## src/ivmap_pkg.sv

```systemverilog
// constants shared by the interrupt vector map
package ivmap_pkg;
    // peripheral interrupt numbers 16..63, one level register each
    localparam int NUM_PERIPH = 48;
    localparam logic [7:0] FIRST_PERIPH = 8'h10;
    // fixed exception numbers
    localparam logic [7:0] NUM_INSTR_PROT = 8'h06;
    localparam logic [7:0] NUM_DATA_PROT = 8'h07;
    localparam logic [7:0] NUM_DATA_ERR = 8'h08;
    localparam logic [7:0] NUM_ILLEGAL = 8'h0e;
    localparam logic [7:0] NUM_NMI = 8'h0f;
    localparam logic [7:0] NUM_TRAP_FIRST = 8'h42;
    // peripheral indices (number minus 16)
    localparam int IDX_LVD = 1;
    localparam int IDX_SER0_TX = 5;
    localparam int IDX_SER1_TX = 7;
    localparam int IDX_FLEXRAY0 = 15;
    localparam int IDX_FLEXRAY1 = 16;
    localparam int IDX_FR_TIMER0 = 17;
    localparam int IDX_FR_TIMER1 = 18;
    localparam int IDX_RAM_SHARED = 19;
    localparam int IDX_CNT_SHARED = 20;
    localparam int IDX_WAVE_SHARED = 39;
    // shared source counts
    localparam int RAM_SRC_N = 10;
    localparam int CNT_SRC_N = 5;
    localparam int WAVE_SRC_N = 8;
    localparam int NMI_SRC_N = 6;
    // vector offset of number 0; each number steps down one word
    localparam logic [9:0] VEC_TOP = 10'h3fc;
    // levels
    localparam logic [4:0] LVL_NMI = 5'h0f;
    localparam logic [4:0] LVL_EXC = 5'h00;
    localparam logic [4:0] LVL_MASKED = 5'h1f;
    localparam logic [4:0] LVL_RESET = 5'h1f;
    // numbers that carry a dma resource number (index = number - 16)
    localparam logic [47:0] RES_NUM_PRESENT = 48'h3fff_ffc3_ffff;
    // register map (byte addresses)
    localparam logic [11:0] REG_VEC_BASE = 12'h000;
    localparam logic [11:0] REG_DMA_EN_LO = 12'h004;
    localparam logic [11:0] REG_DMA_EN_HI = 12'h008;
    localparam logic [11:0] REG_STATUS = 12'h00c;
    localparam logic [11:0] REG_VECTOR = 12'h010;
    localparam logic [11:0] REG_LEVEL_BASE = 12'h100;
    localparam logic [11:0] REG_LEVEL_END = 12'h1c0;
    // reset values
    localparam logic [31:0] VEC_BASE_RESET = 32'h000f_fc00;
    localparam logic [47:0] DMA_EN_RESET = 48'h0000_0000_0000;
    // status register fields
    localparam int STAT_VALID_BIT = 31;
    localparam int STAT_DMA_BIT = 30;
    localparam int STAT_LVL_LSB = 8;
endpackage

```

## src/ivmap_top.sv

```systemverilog
// interrupt vector map with level registers and dma gating
`timescale 1ns/100ps

// Notes on behaviour
// - numbers 66..255 are software trap vectors down to the table base.
// - illegal instruction is number 14, fixed level, offset 3c4.
// - nmi, bus diag, ram double-bit and timing violation form number 15, level 15.
// - instruction protection is number 6, data protection number 7.
// - data access error is number 8, no programmable level.
// - low-voltage detection is number 17, level from level register 1.
// - serial 0 transmit done is number 21, level register 5, resource 5.
// - serial 1 transmit done is number 23, level register 7, resource 7.
// - number 35 shares ram events and one can channel, no resource.
// - number 36 shares pll, up/down counters and two can channels.
// - number 55 shares dead timer, stop input and capture, register 39.
// - dma requests only from numbers that carry a resource number.
// - serial status from i2c reception or flexray never starts dma.
// - reload timer channels 4 to 7 never start dma.
// - pulse generator channels 24 to 87 never start dma.
// - clock calibration interrupts never start dma.
// - 32-bit free-run timer channels 3 to 10 never start dma.
// - low-voltage detection never starts dma.
// - flexray controller interrupts never start dma.
// - flexray timer interrupts never start dma.
module ivmap_top
    import ivmap_pkg::*;
(
    // clock and reset
    input wire logic clk,
    input wire logic rstn,
    // ahb-lite slave
    input wire logic hsel,
    input wire logic [31:0] haddr,
    input wire logic [1:0] htrans,
    input wire logic hwrite,
    input wire logic [2:0] hsize,
    input wire logic [31:0] hwdata,
    input wire logic hready,
    output logic [31:0] hrdata,
    output logic hreadyout,
    output logic hresp,
    // exception sources
    input wire logic instr_prot_exc,
    input wire logic data_prot_exc,
    input wire logic data_err_exc,
    input wire logic illegal_exc,
    input wire logic [NMI_SRC_N-1:0] nmi_src,
    // peripheral sources, index = number - 16
    input wire logic [NUM_PERIPH-1:0] periph_irq,
    input wire logic [NUM_PERIPH-1:0] periph_irq_nodma,
    input wire logic lvd_irq,
    input wire logic [1:0] flexray_irq,
    input wire logic [1:0] flexray_timer_irq,
    input wire logic [RAM_SRC_N-1:0] ram_shared_irq,
    input wire logic [CNT_SRC_N-1:0] cnt_shared_irq,
    input wire logic [WAVE_SRC_N-1:0] wave_shared_irq,
    // software trap lookup
    input wire logic trap_valid,
    input wire logic [7:0] trap_num,
    output logic trap_vec_valid,
    output logic [31:0] trap_vec_addr,
    // to cpu core
    output logic cpu_irq_req,
    output logic [7:0] cpu_irq_num,
    output logic [4:0] cpu_irq_level,
    output logic [31:0] cpu_vec_addr,
    // to dma controller
    output logic dma_req,
    output logic [5:0] dma_res_num
);

    function automatic logic [31:0] vec_addr(input logic [31:0] base, input logic [7:0] num);
        vec_addr = base + {22'h0, VEC_TOP - {num, 2'b00}};
    endfunction

    // reset synchroniser
    logic rst_meta_reg;
    logic rst_sync_reg;

    always_ff @(posedge clk or negedge rstn) begin
        if (!rstn) begin
            rst_meta_reg <= 1'b0;
            rst_sync_reg <= 1'b0;
        end else begin
            rst_meta_reg <= 1'b1;
            rst_sync_reg <= rst_meta_reg;
        end
    end

    // register state
    logic [31:0] vec_base_reg;
    logic [31:0] vec_base_next;
    logic [47:0] dma_en_reg;
    logic [47:0] dma_en_next;
    logic [4:0] level_reg [NUM_PERIPH];
    logic [4:0] level_next [NUM_PERIPH];
    logic wr_pend_reg;
    logic wr_pend_next;
    logic [11:0] wr_addr_reg;
    logic [11:0] wr_addr_next;
    logic [31:0] hrdata_reg;
    logic [31:0] hrdata_next;
    logic hreadyout_reg;

    // delivery state
    logic irq_req_reg;
    logic irq_req_next;
    logic [7:0] irq_num_reg;
    logic [7:0] irq_num_next;
    logic [4:0] irq_lvl_reg;
    logic [4:0] irq_lvl_next;
    logic [31:0] irq_vec_reg;
    logic [31:0] irq_vec_next;
    logic dma_req_reg;
    logic dma_req_next;
    logic [5:0] dma_num_reg;
    logic [5:0] dma_num_next;
    logic trap_ok_reg;
    logic trap_ok_next;
    logic [31:0] trap_addr_reg;
    logic [31:0] trap_addr_next;

    logic [NUM_PERIPH-1:0] periph_pend;
    logic [NUM_PERIPH-1:0] dma_src;
    logic accept;
    logic [5:0] lvl_idx;
    logic [11:0] lvl_off;

    // source merging per number
    always_comb begin
        periph_pend = periph_irq | periph_irq_nodma;
        periph_pend[IDX_LVD] = periph_irq[IDX_LVD] | periph_irq_nodma[IDX_LVD] | lvd_irq;
        periph_pend[IDX_FLEXRAY0] = periph_irq[IDX_FLEXRAY0] | periph_irq_nodma[IDX_FLEXRAY0]
            | flexray_irq[0];
        periph_pend[IDX_FLEXRAY1] = periph_irq[IDX_FLEXRAY1] | periph_irq_nodma[IDX_FLEXRAY1]
            | flexray_irq[1];
        periph_pend[IDX_FR_TIMER0] = periph_irq[IDX_FR_TIMER0] | periph_irq_nodma[IDX_FR_TIMER0]
            | flexray_timer_irq[0];
        periph_pend[IDX_FR_TIMER1] = periph_irq[IDX_FR_TIMER1] | periph_irq_nodma[IDX_FR_TIMER1]
            | flexray_timer_irq[1];
        // any source of a shared number raises it
        periph_pend[IDX_RAM_SHARED] = periph_irq[IDX_RAM_SHARED]
            | periph_irq_nodma[IDX_RAM_SHARED] | (|ram_shared_irq);
        periph_pend[IDX_CNT_SHARED] = periph_irq[IDX_CNT_SHARED]
            | periph_irq_nodma[IDX_CNT_SHARED] | (|cnt_shared_irq);
        periph_pend[IDX_WAVE_SHARED] = periph_irq[IDX_WAVE_SHARED]
            | periph_irq_nodma[IDX_WAVE_SHARED] | (|wave_shared_irq);
        // only dma-capable sources on numbers with a resource number
        // excluded sources (i2c status, reload 4-7, pulse_generator 24-87, calibration,
        // 32-bit timers 3-10) arrive on periph_irq_nodma and never reach dma
        dma_src = periph_irq & RES_NUM_PRESENT
            & dma_en_reg;
        // lvd and flexray lines are kept out of dma_src entirely
    end

    // bus slave
    assign accept = hsel & hready & htrans[1];
    assign lvl_off = haddr[11:0] - REG_LEVEL_BASE;
    assign lvl_idx = lvl_off[7:2];

    always_comb begin
        wr_pend_next = accept & hwrite;
        wr_addr_next = accept ? haddr[11:0] : wr_addr_reg;
        hrdata_next = 32'h0000_0000;
        vec_base_next = vec_base_reg;
        dma_en_next = dma_en_reg;
        if (accept && !hwrite && haddr[1:0] == 2'b00) begin
            if (haddr[11:0] == REG_VEC_BASE) begin
                hrdata_next = vec_base_reg;
            end else if (haddr[11:0] == REG_DMA_EN_LO) begin
                hrdata_next = dma_en_reg[31:0];
            end else if (haddr[11:0] == REG_DMA_EN_HI) begin
                hrdata_next = {16'h0000, dma_en_reg[47:32]};
            end else if (haddr[11:0] == REG_STATUS) begin
                hrdata_next[STAT_VALID_BIT] = irq_req_reg;
                hrdata_next[STAT_DMA_BIT] = dma_req_reg;
                hrdata_next[STAT_LVL_LSB +: 5] = irq_lvl_reg;
                hrdata_next[7:0] = irq_num_reg;
            end else if (haddr[11:0] == REG_VECTOR) begin
                hrdata_next = irq_vec_reg;
            end else if (haddr[11:0] >= REG_LEVEL_BASE && haddr[11:0] < REG_LEVEL_END) begin
                hrdata_next = {27'h0, level_reg[lvl_idx]};
            end
        end
        if (wr_pend_reg) begin
            if (wr_addr_reg == REG_VEC_BASE) begin
                vec_base_next = {hwdata[31:2], 2'b00};
            end else if (wr_addr_reg == REG_DMA_EN_LO) begin
                dma_en_next[31:0] = hwdata;
            end else if (wr_addr_reg == REG_DMA_EN_HI) begin
                dma_en_next[47:32] = hwdata[15:0];
            end
        end
    end

    // one level register per peripheral number
    for (genvar g = 0; g < NUM_PERIPH; g++) begin : g_level
        always_comb begin
            level_next[g] = level_reg[g];
            if (wr_pend_reg && wr_addr_reg == REG_LEVEL_BASE + 12'(g * 4)) begin
                level_next[g] = hwdata[4:0];
            end
        end
    end

    always_ff @(posedge clk or negedge rst_sync_reg) begin
        if (!rst_sync_reg) begin
            wr_pend_reg <= 1'b0;
            wr_addr_reg <= 12'h000;
            hrdata_reg <= 32'h0000_0000;
            hreadyout_reg <= 1'b0;
            vec_base_reg <= VEC_BASE_RESET;
            dma_en_reg <= DMA_EN_RESET;
            for (int i = 0; i < NUM_PERIPH; i++) begin
                level_reg[i] <= LVL_RESET;
            end
        end else begin
            wr_pend_reg <= wr_pend_next;
            wr_addr_reg <= wr_addr_next;
            hrdata_reg <= hrdata_next;
            hreadyout_reg <= 1'b1;
            vec_base_reg <= vec_base_next;
            dma_en_reg <= dma_en_next;
            for (int i = 0; i < NUM_PERIPH; i++) begin
                level_reg[i] <= level_next[i];
            end
        end
    end

    // arbitration: exceptions in number order, then lowest level value
    always_comb begin
        irq_req_next = 1'b1;
        irq_num_next = 8'h00;
        irq_lvl_next = LVL_EXC;
        dma_req_next = 1'b0;
        dma_num_next = 6'h00;
        if (instr_prot_exc) begin
            irq_num_next = NUM_INSTR_PROT;
        end else if (data_prot_exc) begin
            irq_num_next = NUM_DATA_PROT;
        end else if (data_err_exc) begin
            irq_num_next = NUM_DATA_ERR;
        end else if (illegal_exc) begin
            irq_num_next = NUM_ILLEGAL;
        end else if (|nmi_src) begin
            irq_num_next = NUM_NMI;
            irq_lvl_next = LVL_NMI;
        end else begin
            irq_req_next = 1'b0;
            irq_lvl_next = LVL_MASKED;
            for (int i = 0; i < NUM_PERIPH; i++) begin
                // serial 0/1 transmit and lvd use their own level register index
                if (periph_pend[i] && level_reg[i] != LVL_MASKED
                    && (!irq_req_next || level_reg[i] < irq_lvl_next)) begin
                    irq_req_next = 1'b1;
                    irq_num_next = FIRST_PERIPH + 8'(i);
                    irq_lvl_next = level_reg[i];
                end
            end
            if (!irq_req_next) begin
                irq_lvl_next = LVL_EXC;
            end
        end
        irq_vec_next = vec_addr(vec_base_reg, irq_num_next);
        // dma resource number equals the peripheral index
        for (int i = NUM_PERIPH - 1; i >= 0; i--) begin
            if (dma_src[i]) begin
                dma_req_next = 1'b1;
                dma_num_next = 6'(i);
            end
        end
        trap_ok_next = trap_valid && trap_num >= NUM_TRAP_FIRST;
        trap_addr_next = trap_ok_next ? vec_addr(vec_base_reg, trap_num)
            : trap_addr_reg;
    end

    always_ff @(posedge clk or negedge rst_sync_reg) begin
        if (!rst_sync_reg) begin
            irq_req_reg <= 1'b0;
            irq_num_reg <= 8'h00;
            irq_lvl_reg <= LVL_EXC;
            irq_vec_reg <= VEC_BASE_RESET;
            dma_req_reg <= 1'b0;
            dma_num_reg <= 6'h00;
            trap_ok_reg <= 1'b0;
            trap_addr_reg <= VEC_BASE_RESET;
        end else begin
            irq_req_reg <= irq_req_next;
            irq_num_reg <= irq_num_next;
            irq_lvl_reg <= irq_lvl_next;
            irq_vec_reg <= irq_vec_next;
            dma_req_reg <= dma_req_next;
            dma_num_reg <= dma_num_next;
            trap_ok_reg <= trap_ok_next;
            trap_addr_reg <= trap_addr_next;
        end
    end

    // outputs
    assign hrdata = hrdata_reg;
    assign hreadyout = hreadyout_reg;
    assign hresp = 1'b0;
    assign cpu_irq_req = irq_req_reg;
    assign cpu_irq_num = irq_num_reg;
    assign cpu_irq_level = irq_lvl_reg;
    assign cpu_vec_addr = irq_vec_reg;
    assign dma_req = dma_req_reg;
    assign dma_res_num = dma_num_reg;
    assign trap_vec_valid = trap_ok_reg;
    assign trap_vec_addr = trap_addr_reg;

endmodule

```

## config.mk

```make
export PLATFORM = sky130hd
export DESIGN_NAME = ivmap_top
export DESIGN_NICKNAME = d
export VERILOG_FILES = /design/src/ivmap_pkg.sv /design/src/ivmap_top.sv
export SDC_FILE = /design/constraint.sdc
export NUM_CORES = 2
export LEC_CHECK = 0
export BUFFER_PORTS_ARGS = -buffer_cell sky130_fd_sc_hd__buf_2
export CAP_MARGIN = 10
export CORE_ASPECT_RATIO = 1.2
export CORE_MARGIN = 10
export CORE_UTILIZATION = 45
export DETAILED_ROUTE_END_ITERATION = 8
export MAX_ROUTING_LAYER = met4
export PLACE_DENSITY = 0.65
export RECOVER_POWER = 50
export SYNTH_ARGS = -nofsm -noshare
export SYNTH_HDL_FRONTEND = slang
export SYNTH_SLANG_ARGS = --single-unit
```

## constraint.sdc

```tcl
create_clock -name clk -period 13.23 [get_ports clk]
set_input_delay 2.646 -clock clk [delete_from_list [all_inputs] [get_ports clk]]
set_output_delay 2.646 -clock clk [all_outputs]
set_load 0.1 [all_outputs]
```

==> reports/results.tsv <==
stage	metric	value	unit
placed_design	Placer Congestion	1.00	
timing	min Tclk post-route	69.31	ns
global_route	first-pass GRT wire length	229000	um
setup_path	CP max stage cell	or4_4	
global_route	grt total ovfl	0	
drt	final WL	153000	um
setup_path	number of cells on the critical path	394	
placed_design	PortBufs	305	
finish	# nets final	5835	
drt	vias	39100	
placed_design	placed standard-cell area	49000	um^2
synthesis	sequential share of the synthesized area	0.310	
timing	TNS Setup	-2268.43	ns
finish	most frequent cells in the layout	buf_4 (1388), nand2_1 (334), mux2_2 (314), buf_2 (302), nor2_1 (301)	
floorplan	FP Rows	115	
floorplan	die width	282	um
synthesis	Post-synth EDFFs	0	
setup_path	CP top delay family	compound AO/OA/AOI/OAI gates	
outcome	status	finished with violations	
timing	final hold vios	0	
global_route	largest net degree at the start of global routing	81	
global_route	initial antenna violation count	14	
timing	RSZ-0062 raised after global routing	yes	
drt	Residual DRC	0	
timing	Slew Limit Fails	567	
setup_path	CP required	13.71	ns
setup_path	critical path capture point type	register	
setup_path	Worst Path Buf+Inv	52	
setup_path	Arr. time, crit path	69.79	ns
drt	post-route ant nets	0	
timing	clock skew	0.0345	ns
cts	clk root buf	clkbuf_16	
finish	commonest non-fill, non-tap cell in the layout	buf_4	
global_route	M3 GR Usage	0.0395	
cts	Worst-path clk slew	0.07	ns
setup_path	Startpoint Class	primary input	
worst_hold_path	Hold WC Path Type	reg2reg	
global_route	vias in the first global route	39800	
floorplan	die span in y	334	um
finish	share of post-route cells with drive strength above 1	0.587	
floorplan	die area	94300	um^2
timing	final period utilization	5.24	
worst_hold_path	Hold Path Depth	0	
synthesis	asr flop ratio synth	1.00	
setup_path	CP peak stage delay	0.57	ns
setup_path	Worst Path Max Fanout	7	
setup_path	kind of critical path	in2reg	
synthesis	Mapped Area	37100	um^2
floorplan	Placeable Area	81900	um^2
timing	worst slew pin tran	4.23	ns
cts	TritonCTS clock tree	done	
synthesis	Syn Area/Cell	9.51	um^2
drt	WL per Instance	23.2	um
outcome	failing checks	max-capacitance violations, max-slew violations, negative setup slack	
timing	slew margin rel.	-1.82	
synthesis	Synth Flop Type	dfstp_2	
finish	Finished Cell Area	54000	um^2
cts	Num CTS Buffers	50	
cts	number of clock sinks	446	
cts	clk buf depth	3	
finish	area grow syn2layout	45.8	%
synthesis	Yosys reg bits	446	
setup_path	most used cell, CP	ha_4	
cts	H-tree lvl count	2	
finish	Largest register FFs	240	
drt	Via-to-Cell Ratio	5.92	
cts	latest clock arrival within the worst-skew pair	0.62	ns
global_route	routing usage on met1	0.374	
timing	# setup viols final	42	
synthesis	Unique masters post-synth	195	
global_route	GRT Total Usage	0.317	
drt	DR iter-0 viols	3463	
placed_design	hpwl dp	117000	um
cts	cts hold-fix bufs	0	
timing	fmax	14.4	MHz
synthesis	Post-Synthesis Cells	3898	
timing	final setup margin	-56.08	ns
synthesis	Yosys warning count	0	
run	max-capacitance violation count	10	
global_route	global route hottest layer	met2	
floorplan	I/O pins	337	
floorplan	Initial Util	0.453	
setup_path	R2R depth	392	
global_route	met2 Use GR	0.519	
drt	number of detailed-route iterations in the first pass	8	
## kinds of logic after synthesis
group / after synthesis / synth area share
fa+ha+maj: 128 / 0.0429
xor+xnor: 77 / 0.0184
simple gates: 1324 / 0.183
flops: 446 / 0.310
other cells: 2 / 0.000203
buf+inv: 333 / 0.0487
mux: 464 / 0.165
compound gates: 1124 / 0.231
## layer usage
metal  wire length (um)  up-vias
li1                   -    17900
met5                  0        -
met3               9360      469
met2              73900     1463
met4              10600        0
met1              59200    19300
## repair_timing
action / 4_1_cts / 5_1_grt
gates cloned: 0 / 0
pin swaps: 239 / 210
buffers inserted: 136 / 69
gates resized for setup: 161 / 193
endpoints found under the setup margin: 42 / 42
## synth_stat cells, drive strengths merged, types with 19 or more instances
cell type / instances / share of area
o31ai: 27 / 0.0071
and2: 45 / 0.0084
or4: 19 / 0.0045
nand4: 31 / 0.0054
or2: 45 / 0.0077
a22oi: 30 / 0.0074
or3: 31 / 0.0058
nand3: 106 / 0.015
dfstp: 270 / 0.19
o21a: 29 / 0.0061
dfrtp: 176 / 0.12
o211ai: 46 / 0.010
mux2i: 53 / 0.016
nor2: 360 / 0.037
nor2b: 21 / 0.0035
o21ai: 236 / 0.034
ha: 114 / 0.038
mux2: 336 / 0.10
nand2: 369 / 0.038
and2b: 19 / 0.0044
or2b: 21 / 0.0049
mux4: 75 / 0.046
nand2b: 33 / 0.0060
xor2: 31 / 0.0075
buf: 51 / 0.012
and3: 44 / 0.0085
o22ai: 57 / 0.010
nor4: 37 / 0.0073
a21o: 47 / 0.010
inv: 166 / 0.017
a211oi: 56 / 0.013
xnor2: 46 / 0.011
clkbuf: 106 / 0.016
a31oi: 55 / 0.012
a21oi: 233 / 0.033
nor3: 90 / 0.014
## worst register-to-register path: cells and delay by family, from the launching register on
family / cells / cell delay (ns)
adders and majority gates: 47 / 10.69
and+or+nand+nor: 120 / 19.05
DFF: 1 / 0.56
muxes: 14 / 3.23
xor gates and xnor gates: 1 / 0.16
buffers and inverters: 51 / 5.33
AOI/OAI and AO/OA: 159 / 28.31
## metrics by stage
| stage | instances | utilization | worst slack (ns) | hold slack (ns) |
|---|---|---|---|---|
| after floorplan | 3905 | - | -57.32 | 0.331 |
| after global placement | 6299 | 0.598 | -56.43 | 0.275 |
| after detailed placement | 6299 | 0.598 | -57.94 | 0.277 |
| after CTS | 6526 | 0.641 | -55.08 | 0.286 |
| after global routing | 6607 | 0.660 | -59.38 | 0.377 |
| final | 6612 | 0.660 | -56.08 | 0.353 |
## final cells by class
class | count | area, um^2
antenna | 18 | 45.0
timing repair buffer | 1710 | 12100
tap | 1053 | 1320
inverter | 168 | 641
multi-input combinational | 3126 | 26700
clock buffer | 72 | 1440
sequential | 446 | 11500
fill | 6524 | 27800
clock inverter | 19 | 315
## worst paths after layout
| check | start | to | slack (ns) |
|---|---|---|---|
| worst max-delay path | periph_irq[0] | cpu_vec_addr[21] | -56.08 |
| worst min-delay path | rst_meta_reg | rst_sync_reg | 0.35 |
| worst max register to register | level_reg[237] | cpu_vec_addr[21] | -54.30 |
| worst min register to register | rst_meta_reg | rst_sync_reg | 0.35 |
| max in group asynchronous | rst_sync_reg | vec_base_reg[4] | 5.67 |
| min in group asynchronous | rst_sync_reg | vec_base_reg[25] | 0.55 |
Power is not shown: default switching activity piles up to over one toggle a cycle in this logic, so the estimate is an artifact.
